--- src/route_feedback_regs.svh ---
/*
 * constants for the route feedback reporter: ascii codes, field counts
 * assumes nothing; definitions only
 */
`ifndef ROUTE_FEEDBACK_REGS_SVH
`define ROUTE_FEEDBACK_REGS_SVH

`define CH_I       8'h49
`define CH_O       8'h4f
`define CH_A       8'h41
`define CH_V       8'h56
`define CH_S       8'h53
`define CH_CR      8'h0d
`define CH_ZERO    8'h30
`define MAX_INPUT  3'h4
`define OUT_FIRST  2'h1
`define OUT_LAST   2'h2
`define ROUTE_LEN  4'h7   // index of the last route reply byte
`define SCHEMA_LEN 4'h9   // index of the last schema reply byte
`define ROUTE_RST  3'h0

`endif

--- src/route_feedback_pkg.sv ---
/*
 * types for the route feedback reporter
 * assumes route_feedback_regs.svh is included by users of the constants
 */
package route_feedback_pkg;

  // the four routes: output one audio, one video, two audio, two video
  typedef struct packed {
    logic [2:0] a1;
    logic [2:0] v1;
    logic [2:0] a2;
    logic [2:0] v2;
  } schema_t;

  // one switch request from the command parser
  typedef struct packed {
    logic       set_audio;
    logic       set_video;
    logic [1:0] output_sel;
    logic [2:0] input_sel;
  } switch_req_t;

  // query request from the command parser
  typedef struct packed {
    logic       query_all;
    logic       query_audio;
    logic       query_video;
    logic [1:0] output_sel;
  } query_req_t;

  typedef enum logic [3:0] {
    ST_IDLE   = 4'b0001,
    ST_ROUTE  = 4'b0010,
    ST_SCHEMA = 4'b0100,
    ST_PEND   = 4'b1000
  } send_state_t;

endpackage

--- src/route_feedback_reporter.sv ---
/*
 * route_feedback_reporter: holds the 4x2 audio/video route table and sends
 * ascii feedback strings one byte per handshake on the feedback output.
 * assumes the command parser gives one-cycle request pulses, only while
 * busy is low, and that the serial transmitter takes bytes on valid&ready.
 */
//
// Overview of operation
// - changed audio route sends I, input digits, O, output digits, A, CR
// - changed video route sends the same with V, output 01 to 02
// - schema reply: S, then a1 v1 a2 v2, then CR
// - every number goes out as two decimal digits, leading zero
// - no reply for an output whose route did not change
// - no serial replies for switches made in local front-panel mode
// - unsolicited change replies only with verbose on and system mode
// - queries are answered whatever the verbose setting
// - input zero means no source, one to four the inputs
`timescale 1ns/1ns
`default_nettype none
`include "route_feedback_regs.svh"

module route_feedback_reporter
  import route_feedback_pkg::*;
(
  // clock and reset
  input  wire logic        clk,
  input  wire logic        rstn,
  // mode inputs
  input  wire logic        verbose_on,
  input  wire logic        local_mode,
  // requests from the command parser
  input  wire switch_req_t switch_req,
  input  wire logic        switch_valid,
  input  wire query_req_t  query_req,
  input  wire logic        query_valid,
  // byte stream to the serial transmitter
  output var  logic [7:0]  feedback_string_out,
  output var  logic        feedback_valid,
  input  wire logic        feedback_ready,
  // status
  output var  logic        busy,
  output var  logic        local_mode_indicator,
  output var  schema_t     routes
);

  ////////////////////////////////////////////////////////////////////////
  // state
  schema_t     routes_reg,  routes_next;
  send_state_t state_reg,   state_next;
  logic [3:0]  idx_reg,     idx_next;
  logic        kind_v_reg,  kind_v_next;   // route reply is video
  logic [1:0]  out_reg,     out_next;
  logic [2:0]  in_reg,      in_next;
  logic        pend_reg,    pend_next;     // video reply still owed
  logic [2:0]  pend_in_reg, pend_in_next;
  logic [7:0]  byte_reg,    byte_next;
  logic        valid_reg,   valid_next;
  logic        busy_reg,    busy_next;     // reply in progress
  logic        local_reg;

  // ascii digit of a route value, one character; the leading zero is sent separately
  function automatic logic [7:0] digit(input logic [2:0] v);
    digit = `CH_ZERO + {5'h00, v};
  endfunction

  // current route of one output
  function automatic logic [2:0] cur_route(input schema_t s, input logic v, input logic [1:0] o);
    if (o == `OUT_FIRST) begin
      cur_route = v ? s.v1 : s.a1;
    end else begin
      cur_route = v ? s.v2 : s.a2;
    end
  endfunction

  // character of a route reply at one position
  function automatic logic [7:0] route_char(input logic [3:0] i, input logic v,
                                             input logic [2:0] x, input logic [1:0] o);
    case (i)
      4'h0:    route_char = `CH_I;
      4'h1:    route_char = `CH_ZERO;
      4'h2:    route_char = digit(x);
      4'h3:    route_char = `CH_O;
      4'h4:    route_char = `CH_ZERO;
      4'h5:    route_char = digit({1'b0, o});
      4'h6:    route_char = v ? `CH_V : `CH_A;
      default: route_char = `CH_CR;
    endcase
  endfunction

  // character of the schema reply at one position
  function automatic logic [7:0] schema_char(input logic [3:0] i, input schema_t s);
    case (i)
      4'h0:    schema_char = `CH_S;
      4'h1:    schema_char = `CH_ZERO;
      4'h2:    schema_char = digit(s.a1);
      4'h3:    schema_char = `CH_ZERO;
      4'h4:    schema_char = digit(s.v1);
      4'h5:    schema_char = `CH_ZERO;
      4'h6:    schema_char = digit(s.a2);
      4'h7:    schema_char = `CH_ZERO;
      4'h8:    schema_char = digit(s.v2);
      default: schema_char = `CH_CR;
    endcase
  endfunction

  ////////////////////////////////////////////////////////////////////////
  // next-state logic
  always_comb begin
    logic       ok;
    logic       chg_a;
    logic       chg_v;
    logic       tell;
    logic [3:0] len;
    logic [3:0] nidx;
    ok    = 1'b0;
    chg_a = 1'b0;
    chg_v = 1'b0;
    tell  = 1'b0;
    len   = `ROUTE_LEN;
    nidx  = 4'h0;
    routes_next  = routes_reg;
    state_next   = state_reg;
    idx_next     = idx_reg;
    kind_v_next  = kind_v_reg;
    out_next     = out_reg;
    in_next      = in_reg;
    pend_next    = pend_reg;
    pend_in_next = pend_in_reg;
    byte_next    = byte_reg;
    valid_next   = valid_reg;
    case (state_reg)
      ST_IDLE: begin
        if (switch_valid) begin
          // input range: bad input or output is ignored
          ok = (switch_req.input_sel <= `MAX_INPUT) &&
               (switch_req.output_sel >= `OUT_FIRST) && (switch_req.output_sel <= `OUT_LAST);
          chg_a = ok && switch_req.set_audio &&
                  (cur_route(routes_reg, 1'b0, switch_req.output_sel) != switch_req.input_sel);
          chg_v = ok && switch_req.set_video &&
                  (cur_route(routes_reg, 1'b1, switch_req.output_sel) != switch_req.input_sel);
          if (chg_a && switch_req.output_sel == `OUT_FIRST) routes_next.a1 = switch_req.input_sel;
          if (chg_a && switch_req.output_sel == `OUT_LAST)  routes_next.a2 = switch_req.input_sel;
          if (chg_v && switch_req.output_sel == `OUT_FIRST) routes_next.v1 = switch_req.input_sel;
          if (chg_v && switch_req.output_sel == `OUT_LAST)  routes_next.v2 = switch_req.input_sel;
          // silent unless verbose in system mode
          tell = verbose_on && !local_reg;
          out_next = switch_req.output_sel;
          in_next  = switch_req.input_sel;
          if (tell && (chg_a || chg_v)) begin
            kind_v_next  = !chg_a;
            pend_next    = chg_a && chg_v;
            pend_in_next = switch_req.input_sel;
            idx_next     = 4'h0;
            byte_next    = route_char(4'h0, !chg_a, switch_req.input_sel, switch_req.output_sel);
            valid_next   = 1'b1;
            state_next   = ST_ROUTE;
          end
        end else if (query_valid) begin
          if (query_req.query_all) begin
            idx_next   = 4'h0;
            byte_next  = `CH_S;
            valid_next = 1'b1;
            state_next = ST_SCHEMA;
          end else if ((query_req.query_audio || query_req.query_video) &&
                       (query_req.output_sel >= `OUT_FIRST) && (query_req.output_sel <= `OUT_LAST)) begin
            kind_v_next = query_req.query_video;
            out_next    = query_req.output_sel;
            in_next     = cur_route(routes_reg, query_req.query_video, query_req.output_sel);
            pend_next   = 1'b0;
            idx_next    = 4'h0;
            byte_next   = `CH_I;
            valid_next  = 1'b1;
            state_next  = ST_ROUTE;
          end
        end
      end
      ST_ROUTE, ST_SCHEMA: begin
        len = (state_reg == ST_SCHEMA) ? `SCHEMA_LEN : `ROUTE_LEN;
        if (feedback_ready) begin
          nidx = idx_reg + 4'h1;
          if (nidx > len) begin
            valid_next = 1'b0;
            state_next = pend_reg ? ST_PEND : ST_IDLE;
          end else begin
            idx_next = nidx;
            byte_next = (state_reg == ST_SCHEMA) ? schema_char(nidx, routes_reg)
                                                 : route_char(nidx, kind_v_reg, in_reg, out_reg);
          end
        end
      end
      ST_PEND: begin
        kind_v_next = 1'b1;
        in_next     = pend_in_reg;
        pend_next   = 1'b0;
        idx_next    = 4'h0;
        byte_next   = `CH_I;
        valid_next  = 1'b1;
        state_next  = ST_ROUTE;
      end
      default: begin
        state_next = ST_IDLE;
        valid_next = 1'b0;
      end
    endcase
    // busy follows the next state so it can stand in a flip-flop
    busy_next = (state_next != ST_IDLE);
  end

  ////////////////////////////////////////////////////////////////////////
  // registers
  always_ff @(posedge clk or negedge rstn) begin
    if (!rstn) begin
      routes_reg  <= '{`ROUTE_RST, `ROUTE_RST, `ROUTE_RST, `ROUTE_RST};
      state_reg   <= ST_IDLE;
      idx_reg     <= 4'h0;
      kind_v_reg  <= 1'b0;
      out_reg     <= 2'h0;
      in_reg      <= 3'h0;
      pend_reg    <= 1'b0;
      pend_in_reg <= 3'h0;
      byte_reg    <= 8'h00;
      valid_reg   <= 1'b0;
      busy_reg    <= 1'b0;
      local_reg   <= 1'b0;
    end else begin
      routes_reg  <= routes_next;
      state_reg   <= state_next;
      idx_reg     <= idx_next;
      kind_v_reg  <= kind_v_next;
      out_reg     <= out_next;
      in_reg      <= in_next;
      pend_reg    <= pend_next;
      pend_in_reg <= pend_in_next;
      byte_reg    <= byte_next;
      valid_reg   <= valid_next;
      busy_reg    <= busy_next;
      local_reg   <= local_mode;   // same-domain mode level
    end
  end

  // outputs straight from flip-flops
  assign feedback_string_out  = byte_reg;
  assign feedback_valid       = valid_reg;
  assign busy                 = busy_reg;
  assign local_mode_indicator = local_reg;
  assign routes               = routes_reg;

endmodule
`default_nettype wire

--- config.mk ---
export PLATFORM = sky130hd
export DESIGN_NAME = route_feedback_reporter
export DESIGN_NICKNAME = d
export VERILOG_FILES = /design/src/route_feedback_pkg.sv /design/src/route_feedback_reporter.sv
export VERILOG_INCLUDE_DIRS = /design/src
export SDC_FILE = /design/constraint.sdc
export NUM_CORES = 1
export LEC_CHECK = 0
export ABC_AREA = 1
export BUFFER_PORTS_ARGS = -buffer_cell sky130_fd_sc_hd__buf_4
export CAP_MARGIN = 20
export CELL_PAD_IN_SITES_DETAIL_PLACEMENT = 1
export CELL_PAD_IN_SITES_GLOBAL_PLACEMENT = 1
export CORE_ASPECT_RATIO = 2
export CORE_MARGIN = 2
export CORE_UTILIZATION = 40
export DETAILED_ROUTE_END_ITERATION = 16
export PLACE_DENSITY_LB_ADDON = 0.1
export SYNTH_ARGS = -nofsm -noshare
export SYNTH_HDL_FRONTEND = slang
export SYNTH_SLANG_ARGS = --single-unit
--- constraint.sdc ---
create_clock -name clk -period 2.7 [get_ports clk]
set_clock_uncertainty 0.05 [all_clocks]
set_input_delay 0.27 -clock clk [delete_from_list [all_inputs] [get_ports clk]]
set_output_delay 0.27 -clock clk [all_outputs]
set_load 0.02 [all_outputs]
==> results by group, run 1 <==
Status
  • Outcome: completed

Clocking
  • Clk buf depth: 2
  • Postcts setup bufs: 0
  • CTS Buf Count: 5
  • Worst-Skew Late Latency: 0.29 ns
  • Root Driver: clkbuf_16
  • Htree depth: 2
  • Clock transition at path regs: 0.06 ns
  • # clock sinks: 40
  • CTS tree: done

Worst setup path
  • Worst R2R Setup Slack: 0.38 ns
  • CP cell instances: nand3_1 -> nand2_1 -> nand2_1 -> inv_1 -> ha_1 -> nand3_1 -> nand2_1 -> nand2_1 -> nand2_1 -> nand2_1 -> nand2_1 -> nand2_2 -> nand3_4 -> nand2_1 -> o21ai_2
  • Crit Path Class: register to register
  • Worst path top cell family by delay: simple AND/OR/NAND/NOR gates
  • Critical-path maximum fanout: 17
  • Worst Path Buf+Inv: 1
  • WP data arrival: 2.45 ns
  • Critical Path Most Common Cell: nand2_1
  • WP data required: 2.82 ns
  • Critical Path Start Type: register
  • CP max stage cell: dfrtp_1
  • Worst setup EP type: register
  • Critical path's largest stage delay: 0.53 ns

Floorplan
  • Top-level I/O count: 42
  • Die area: 7550 um2
  • Die Wd: 62.5 um
  • # rows: 42
  • Die Ht: 121 um
  • Starting Density: 0.413
  • Core area: 6620 um2

Global route
  • First-pass GRT wire length: 14.9 mm
  • Largest net degree at the start of global routing: 41
  • Initial antenna violation count: 0
  • GRT Total Usage: 0.259
  • Global route overflow: 0
  • Vias in the first global route: 3,144

STA
  • Worst-margin pin slew: 0.542 ns
  • Period minus WS final: 2.32 ns
  • Hold Fails Final Rpt: 0
  • Slew margin rel.: 0.638
  • Period utilization: 0.861
  • Slew Viols, Final: 0
  • Final worst slack: 0.376 ns
  • FMAX: 0.430 GHz
  • Final TNS setup: 0 ns
  • Final setup fails: 0
  • RSZ-0062 raised after global routing: false

Power and ir drop
  • VDD IR max: 479 uV
  • Seq pwr share: 0.341
  • Pwr dens: 900 nW/um2
  • Int Pwr: 1.67 mW
  • Switching power: 1.31 mW
  • Clock share of power: 0.208
  • Combinational share of power: 0.452
  • Pleak: 1.71 nW
  • Sw Ratio: 0.440

Synth
  • Top-count cell post-synth: nand2_1
  • Mapped Nets: 435
  • Synth async-reset ratio: 1.00
  • Synthesized flop and latch total: 40
  • Post-synth top flop: dfrtp_1
  • Synth area leader: dfrtp_1
  • Cell Area, Synth: 2730 um2
  • Number of synthesized flops with an enable pin: 0
  • Synth cell count leaders: nand2_1 (144), inv_1 (48), o21ai_0 (42), dfrtp_1 (39), nand3_1 (38)
  • Synth area leaders: dfrtp_1 (36%), nand2_1 (20%), o21ai_0 (7.7%)
  • Synthesized instance count: 410
  • Yosys warns: 0
  • Avg Cell Area, Syn: 6.67 um2
  • Area share of the largest cell type after synthesis: 0.357
  • Synth unique cells: 32
  • Seq/Total Area, Yosys: 0.367

Cells and area
  • Layout cells sized above 1: 0.153
  • Fillers: 928
  • ANT cells: 0
  • Reg area: 1000 um2
  • Area Growth Syn to Fin: 21.0%
  • Number of flip-flops in the largest register: 12
  • Area taken by multi-input logic gates: 1480 um2
  • Layout Nets: 483

Placement
  • DP Wirelength: 7.36 mm
  • GP Congestion: 0.863
  • PortBufs: 40
  • Place WS: 0.363 ns

Routing
  • WL per Instance: 16.9 um
  • Vias per inst: 5.30
  • Iteration-0 DRC Markers: 115
  • Drt total wl: 9.23 mm
  • Vias: 2,900
  • Post-DRT Antenna Nets: 0
  • First drt pass iteration count: 4
  • # DRC: 0

Run
  • Max_cap viols: 0

Hold path
  • Worst min-delay path class: input pin to register
[worst reg2reg max path: stages (launching register included)]
cell     delay, ns
dfrtp_1       0.53
nand3_1       0.13
nand2_1       0.09
nand2_1       0.07
inv_1         0.14
ha_1          0.28
nand3_1       0.09
nand2_1       0.06
nand2_1       0.06
nand2_1       0.06
nand2_1       0.09
nand2_1       0.07
nand2_2       0.08
nand3_4       0.20
nand2_1       0.15
o21ai_2       0.05
[layout by cell type, fill, tap and decap left out, types with 3 or more instances in the layout]
cell       count
dfrtp_1       39
inv_1         48
nor2_1        33
o21ai_2        5
nand4_1        7
ha_1           6
nand3_1       38
o21a_1         3
clkbuf_16      5
nand2_1      144
o211ai_1       7
buf_4         49
o21ai_0       42
a21oi_1        9
[final timing paths]
| check | from | end | cells after the start |
|---|---|---|---|
| worst min-delay path | local_mode | local_mode_indicator | 1 |
| worst max-delay path | idx_reg[1] | idx_reg[3] | 15 |
| worst max register to register | idx_reg[1] | idx_reg[3] | 15 |
| worst min register to register | feedback_string_out[0] | feedback_string_out[0] | 2 |
| min in group asynchronous | rstn | in_reg[1] | 2 |
| max in group asynchronous | rstn | state_reg[0] | 2 |
[per-layer routing]
layer / GRT usage / vias to the layer above / share of wire
li1: - / 1415 / -
met1: 0.238 / 1374 / 0.35
met2: 0.522 / 79 / 0.57
met3: 0.0334 / 32 / 0.027
met4: 0.153 / 0 / 0.051
met5: 0 / - / 0
[logic make-up (layout without fill, tap and decap cells)]
logic type | count (synthesis) | after routing | share of synthesized area
AO/OA/AOI/OAI | 72 | 72 | 0.151
XOR/XNOR | 2 | 2 | 0.00916
adder cells (fa/ha/maj) | 6 | 6 | 0.0275
buffers and inverters | 59 | 108 | 0.0920
flip-flops | 40 | 40 | 0.367
other | 1 | 1 | 0.00137
AND/OR/NAND/NOR | 230 | 230 | 0.352
[area by class of cell]
class                   count  area share
multi-input cells         311       0.447
flip-flops and latches     40       0.303
repair buffers             50       0.114
inverters                  50      0.0567
clock buffers               7      0.0431
well taps                  88      0.0333
clock inverters             1     0.00227
[metrics by stage]
| step | instances | power (mW) | instance area, um2 | util | hold WS, ns |
|---|---|---|---|---|---|
| 2_1_floorplan | 410 | 1.86 | 2730 | - | -0.0756 |
| 3_3_place_gp | 538 | 2.32 | 3150 | 0.475 | 0.234 |
| 3_5_place_dp | 538 | 2.37 | 3150 | 0.475 | 0.244 |
| 4_1_cts | 547 | 3.00 | 3310 | 0.500 | 0.0322 |
| 5_1_grt | 547 | 3.19 | 3310 | 0.500 | 0.0260 |
| 6_report | 547 | 2.98 | 3310 | 0.500 | 0.0317 |
[power by group through the flow]
| stage | registers (mW) | logic, mW | clock network, mW |
|---|---|---|---|
| after floorplan | 1.10 | 0.761 | 0 |
| after global placement | 1.02 | 1.30 | 0 |
| after detailed placement | 1.03 | 1.35 | 0 |
| after CTS | 1.02 | 1.36 | 0.623 |
| after global routing | 1.04 | 1.49 | 0.650 |
| final | 1.01 | 1.35 | 0.618 |
[what timing repair did]
action / 4_1_cts / 5_1_grt
hold buffers: 1 / 0
gates resized for setup: 0 / 0
hold endpoints to repair: 39 / 0
Power figures use the tool's default switching activity.
==> run 2, diff against run 1 <==
--- a/config.mk
+++ b/config.mk
@@ -15,6 +15,7 @@
 export CORE_MARGIN = 2
 export CORE_UTILIZATION = 40
 export DETAILED_ROUTE_END_ITERATION = 16
+export GPL_TIMING_DRIVEN = 0
 export PLACE_DENSITY_LB_ADDON = 0.1
 export SYNTH_ARGS = -nofsm -noshare
 export SYNTH_HDL_FRONTEND = slang
==> results by group, run 2 (synthesized netlist as in run 1, its figures left out) <==
Routing
  • WL per Instance: 17.1 um
  • First drt pass iteration count: 4
  • Iteration-0 DRC Markers: 116
  • Vias: 2,904
  • Vias per inst: 5.31
  • # DRC: 0
  • Post-DRT Antenna Nets: 0
  • Drt total wl: 9.33 mm

Worst setup path
  • Worst R2R Setup Slack: 0.25 ns
  • Crit. Startpoint: idx_reg[2]
  • Critical Path Start Type: register
  • R2r startpoint: idx_reg[2]
  • Worst setup EP type: register
  • Crit Path Class: register to register
  • WP data arrival: 2.58 ns
  • WP data required: 2.83 ns
  • Critical-path maximum fanout: 10

Cells and area
  • Fillers: 915
  • Number of flip-flops in the largest register: 12
  • Layout Nets: 483
  • Layout cells sized above 1: 0.146
  • Commonest non-fill, non-tap cells in the layout: nand2_1 (144), inv_1 (48), buf_4 (43), o21ai_0 (42), dfrtp_1 (39)
  • Commonest non-fill, non-tap cell in the layout: nand2_1
  • Final Instance Area: 3310 um2
  • Layout Utilization: 0.500
  • ANT cells: 0
  • Area Growth Syn to Fin: 21.0%

Status
  • Outcome: completed

Clocking
  • CTS Buf Count: 5
  • Clk buf depth: 2
  • CTS tree: done
  • # clock sinks: 40
  • Htree depth: 2
  • Worst-Skew Late Latency: 0.29 ns
  • Clock transition at path regs: 0.06 ns
  • Postcts setup bufs: 0
  • Root Driver: clkbuf_16

Floorplan
  • Starting Density: 0.413
  • Die Wd: 62.5 um
  • Die Ht: 121 um
  • # rows: 42
  • Die area: 7550 um2
  • Core area: 6620 um2
  • Top-level I/O count: 42

Hold path
  • HP Start: local_mode
  • Worst min-delay path class: input pin to register

STA
  • Hold Fails Final Rpt: 0
  • Final worst slack: 0.250 ns
  • Worst-margin pin slew: 0.702 ns
  • Slew Viols, Final: 0
  • Period minus WS final: 2.45 ns
  • Slew margin rel.: 0.532
  • Period utilization: 0.907
  • FMAX: 0.408 GHz
  • RSZ-0062 raised after global routing: false
  • Final setup fails: 0
  • Final TNS setup: 0 ns

Global route
  • GRT Total Usage: 0.266
  • Largest net degree at the start of global routing: 41
  • Vias in the first global route: 3,180
  • Global route overflow: 0
  • First-pass GRT wire length: 15.3 mm
  • Initial antenna violation count: 0

Power and ir drop
  • VDD IR max: 493 uV
  • Pwr dens: 902 nW/um2
  • Pleak: 1.71 nW
  • Total power: 2.98 mW

Placement
  • PortBufs: 40
  • DP Wirelength: 7.39 mm
  • GP Congestion: 0.884
  • Place WS: 0.251 ns
  • Placed Area: 3140 um2

Run
  • Max_cap viols: 0
## run 2: power by group
group | internal, mW | switching (mW) | total [mW]
Sequential | 0.816 | 0.199 | 1.02
Clock | 0.369 | 0.237 | 0.606
Combinational | 0.491 | 0.870 | 1.36
Total | 1.68 | 1.31 | 2.98
## run 2: cell type report
cell class | count | area [um2] | share of cell area
Timing Repair Buffer | 41 | 310 | 0.0938
Multi-Input combinational cell | 311 | 1490 | 0.450
Buffer | 9 | 63.8 | 0.0193
Tap cell | 88 | 110 | 0.0333
Clock buffer | 8 | 146 | 0.0443
Sequential cell | 40 | 1000 | 0.303
Inverter | 50 | 188 | 0.0567
## run 2: metrics by stage
| step | hold WS [ns] | cells |
|---|---|---|
| 2_1_floorplan | -0.0756 | 410 |
| 3_3_place_gp | 0.228 | 538 |
| 3_5_place_dp | 0.239 | 538 |
| 4_1_cts | 0.0397 | 547 |
| 5_1_grt | 0.0322 | 547 |
| 6_report | 0.0393 | 547 |
## run 2: final timing paths
path                                               end  cells past startpoint
worst max-delay path            feedback_string_out[1]                     16
worst max register to register  feedback_string_out[1]                     16
worst min register to register  feedback_string_out[5]                      2
max in group asynchronous                 state_reg[0]                      2
worst min-delay path              local_mode_indicator                      1
min in group asynchronous                   idx_reg[2]                      2
## run 2: routing by layer
metal / wire length (um) / part of all wire / GRT usage / vias to the layer above
met1: 3250 / 0.35 / 0.246 / 1388
met2: 5250 / 0.56 / 0.509 / 67
met5: 0 / 0 / 0 / -
met4: 597 / 0.064 / 0.203 / 0
met3: 232 / 0.025 / 0.0353 / 35
li1: - / - / - / 1414
## run 2: critical path, stage by stage (launching register included)
cell and delay (ns):
dfrtp_1 0.51, nand3_1 0.12, nand2_1 0.08, nand2_1 0.09
inv_1 0.19, ha_1 0.30, nand3_1 0.10, nand2_1 0.05
nand2_1 0.06, nand2_1 0.08, nand2_1 0.11, nand2_1 0.07
nand2_2 0.09, nand3_4 0.14, buf_6 0.19, nand2_1 0.06
nand2_1 0.05
## run 2: what timing repair did
item,4_1_cts,5_1_grt
setup endpoints to repair,0,1
gates resized for setup,0,1
endpoints found under the hold margin,39,0
hold buffers,1,0
==> run 3, diff against run 2 <==
--- a/config.mk
+++ b/config.mk
@@ -12,10 +12,10 @@
 export CELL_PAD_IN_SITES_DETAIL_PLACEMENT = 1
 export CELL_PAD_IN_SITES_GLOBAL_PLACEMENT = 1
 export CORE_ASPECT_RATIO = 2
-export CORE_MARGIN = 2
 export CORE_UTILIZATION = 40
 export DETAILED_ROUTE_END_ITERATION = 16
 export GPL_TIMING_DRIVEN = 0
+export HOLD_SLACK_MARGIN = 0.02
 export PLACE_DENSITY_LB_ADDON = 0.1
 export SYNTH_ARGS = -nofsm -noshare
 export SYNTH_HDL_FRONTEND = slang
==> results by group, run 3 (synthesized netlist as in run 1, its figures left out) <==
Status
  • Outcome: completed

Cells and area
  • Layout cells sized above 1: 0.150
  • Number of flip-flops in the largest register: 12
  • Commonest non-fill, non-tap cells in the layout: nand2_1 (144), inv_1 (48), buf_4 (43), o21ai_0 (42), dfrtp_1 (39)
  • Commonest non-fill, non-tap cell in the layout: nand2_1
  • Layout Nets: 483
  • Fillers: 937
  • Area Growth Syn to Fin: 22.3%
  • Layout Cells excl Fill: 547
  • ANT cells: 0

STA
  • FMAX: 0.410 GHz
  • Worst-margin pin slew: 0.719 ns
  • Slew margin rel.: 0.521
  • RSZ-0062 raised after global routing: false
  • Hold Fails Final Rpt: 0
  • Period utilization: 0.903
  • Period minus WS final: 2.44 ns
  • Final setup fails: 0
  • Slew Viols, Final: 0
  • Final TNS setup: 0 ns

Clocking
  • Worst-Skew Late Latency: 0.29 ns
  • # clock sinks: 40
  • CTS Buf Count: 5
  • Htree depth: 2
  • CTS tree: done
  • Clock transition at path regs: 0.06 ns
  • Clk buf depth: 2
  • Root Driver: clkbuf_16
  • Postcts setup bufs: 0

Placement
  • DP Wirelength: 7.10 mm
  • PortBufs: 40
  • GP Congestion: 0.886
  • Dpl cells: 538

Hold path
  • Worst min-delay path class: input pin to register

Global route
  • First-pass GRT wire length: 14.8 mm
  • Largest net degree at the start of global routing: 41
  • Initial antenna violation count: 0
  • Global route overflow: 0
  • Vias in the first global route: 2,998
  • GRT Total Usage: 0.279

Power and ir drop
  • Clock share of power: 0.238
  • Sw Ratio: 0.422
  • Pleak: 1.73 nW
  • Combinational share of power: 0.437
  • Int Pwr: 1.79 mW
  • Seq pwr share: 0.325
  • VDD IR max: 444 uV
  • Switching power: 1.31 mW
  • Pwr dens: 929 nW/um2

Routing
  • Vias: 2,913
  • Iteration-0 DRC Markers: 72
  • Vias per inst: 5.33
  • # DRC: 0
  • Post-DRT Antenna Nets: 0
  • WL per Instance: 16.8 um
  • Drt total wl: 9.18 mm
  • First drt pass iteration count: 4

Run
  • Max_cap viols: 0

Worst setup path
  • CP cell instances: nand3_1 -> nand2_1 -> nand2_1 -> inv_1 -> ha_1 -> nand3_1 -> nand2_1 -> nand2_1 -> nand2_1 -> nand2_1 -> nand2_1 -> nand2_2 -> nand3_4 -> buf_6 -> nand2_1 -> nand2_1
  • Worst Path Buf+Inv: 2
  • Critical path's largest stage delay: 0.51 ns
  • CP max stage cell: dfrtp_1
  • WP data arrival: 2.57 ns
  • Worst R2R Setup Slack: 0.26 ns
  • WP data required: 2.84 ns
  • Crit Path Class: register to register
  • Critical Path Most Common Cell: nand2_1
  • Critical-path maximum fanout: 10
  • Worst path top cell family by delay: simple AND/OR/NAND/NOR gates
  • Worst setup EP type: register
  • Critical Path Start Type: register

Floorplan
  • # rows: 42
  • Die area: 7190 um2
  • Starting Density: 0.413
  • Die Wd: 60.5 um
  • Die Ht: 119 um
  • Top-level I/O count: 42
  • Core area: 6620 um2
## run 3: cell types whose count changed in the layout (fill, tap and decap cells not counted), sizes merged
cell | before | now
bufinv | 0 | 1
clkbuf | 12 | 11
## run 3: metal layers
metal	global-route usage	routed length (um)
met1	0.279	3240
met5	0	0
met4	0.112	247
met3	0.0293	188
met2	0.540	5500
## run 3: final cells by class
class | instances | area, um2 | share of cell area
multi-input combinational | 311 | 1490 | 0.445
sequential | 40 | 1000 | 0.300
timing repair buffer | 41 | 310 | 0.0928
inverter | 50 | 188 | 0.0561
clock buffer | 7 | 153 | 0.0456
tap | 88 | 110 | 0.0329
buffer | 9 | 63.8 | 0.0191
clock inverter | 1 | 30.0 | 0.00898
## run 3: final timing paths
kind,from,to,cells after the start
worst max-delay path,idx_reg[1],feedback_string_out[3],16
worst min-delay path,local_mode,local_mode_indicator,1
worst max register to register,idx_reg[1],feedback_string_out[3],16
worst min register to register,feedback_string_out[0],feedback_string_out[0],2
max in group asynchronous,rstn,state_reg[0],2
min in group asynchronous,rstn,idx_reg[2],2
## run 3: power groups by stage
| stage | Combinational, mW | Sequential [mW] | Clock (mW) |
|---|---|---|---|
| after floorplan | 0.761 | 1.10 | 0 |
| after global placement | 1.32 | 1.01 | 0 |
| after detailed placement | 1.35 | 1.02 | 0 |
| after CTS | 1.38 | 1.01 | 0.749 |
| after global routing | 1.52 | 1.04 | 0.770 |
| final | 1.36 | 1.01 | 0.738 |
## run 3: what timing repair did
action	in CTS	in global routing
hold buffers	1	0
resized for setup	0	1
endpoints found under the hold margin	39	0
setup endpoints to repair	0	1
## run 3: per-stage QoR
step | area [um2] | hold slack (ns) | utilization | worst slack, ns | power (mW)
after global placement | 3140 | 0.235 | 0.475 | 0.269 | 2.33
after floorplan | 2730 | -0.0756 | - | 0.648 | 1.86
final | 3340 | 0.0290 | 0.505 | 0.263 | 3.11
after global routing | 3340 | 0.0315 | 0.505 | 0.0684 | 3.33
after CTS | 3340 | 0.0275 | 0.504 | 0.212 | 3.14
after detailed placement | 3140 | 0.239 | 0.475 | 0.252 | 2.37
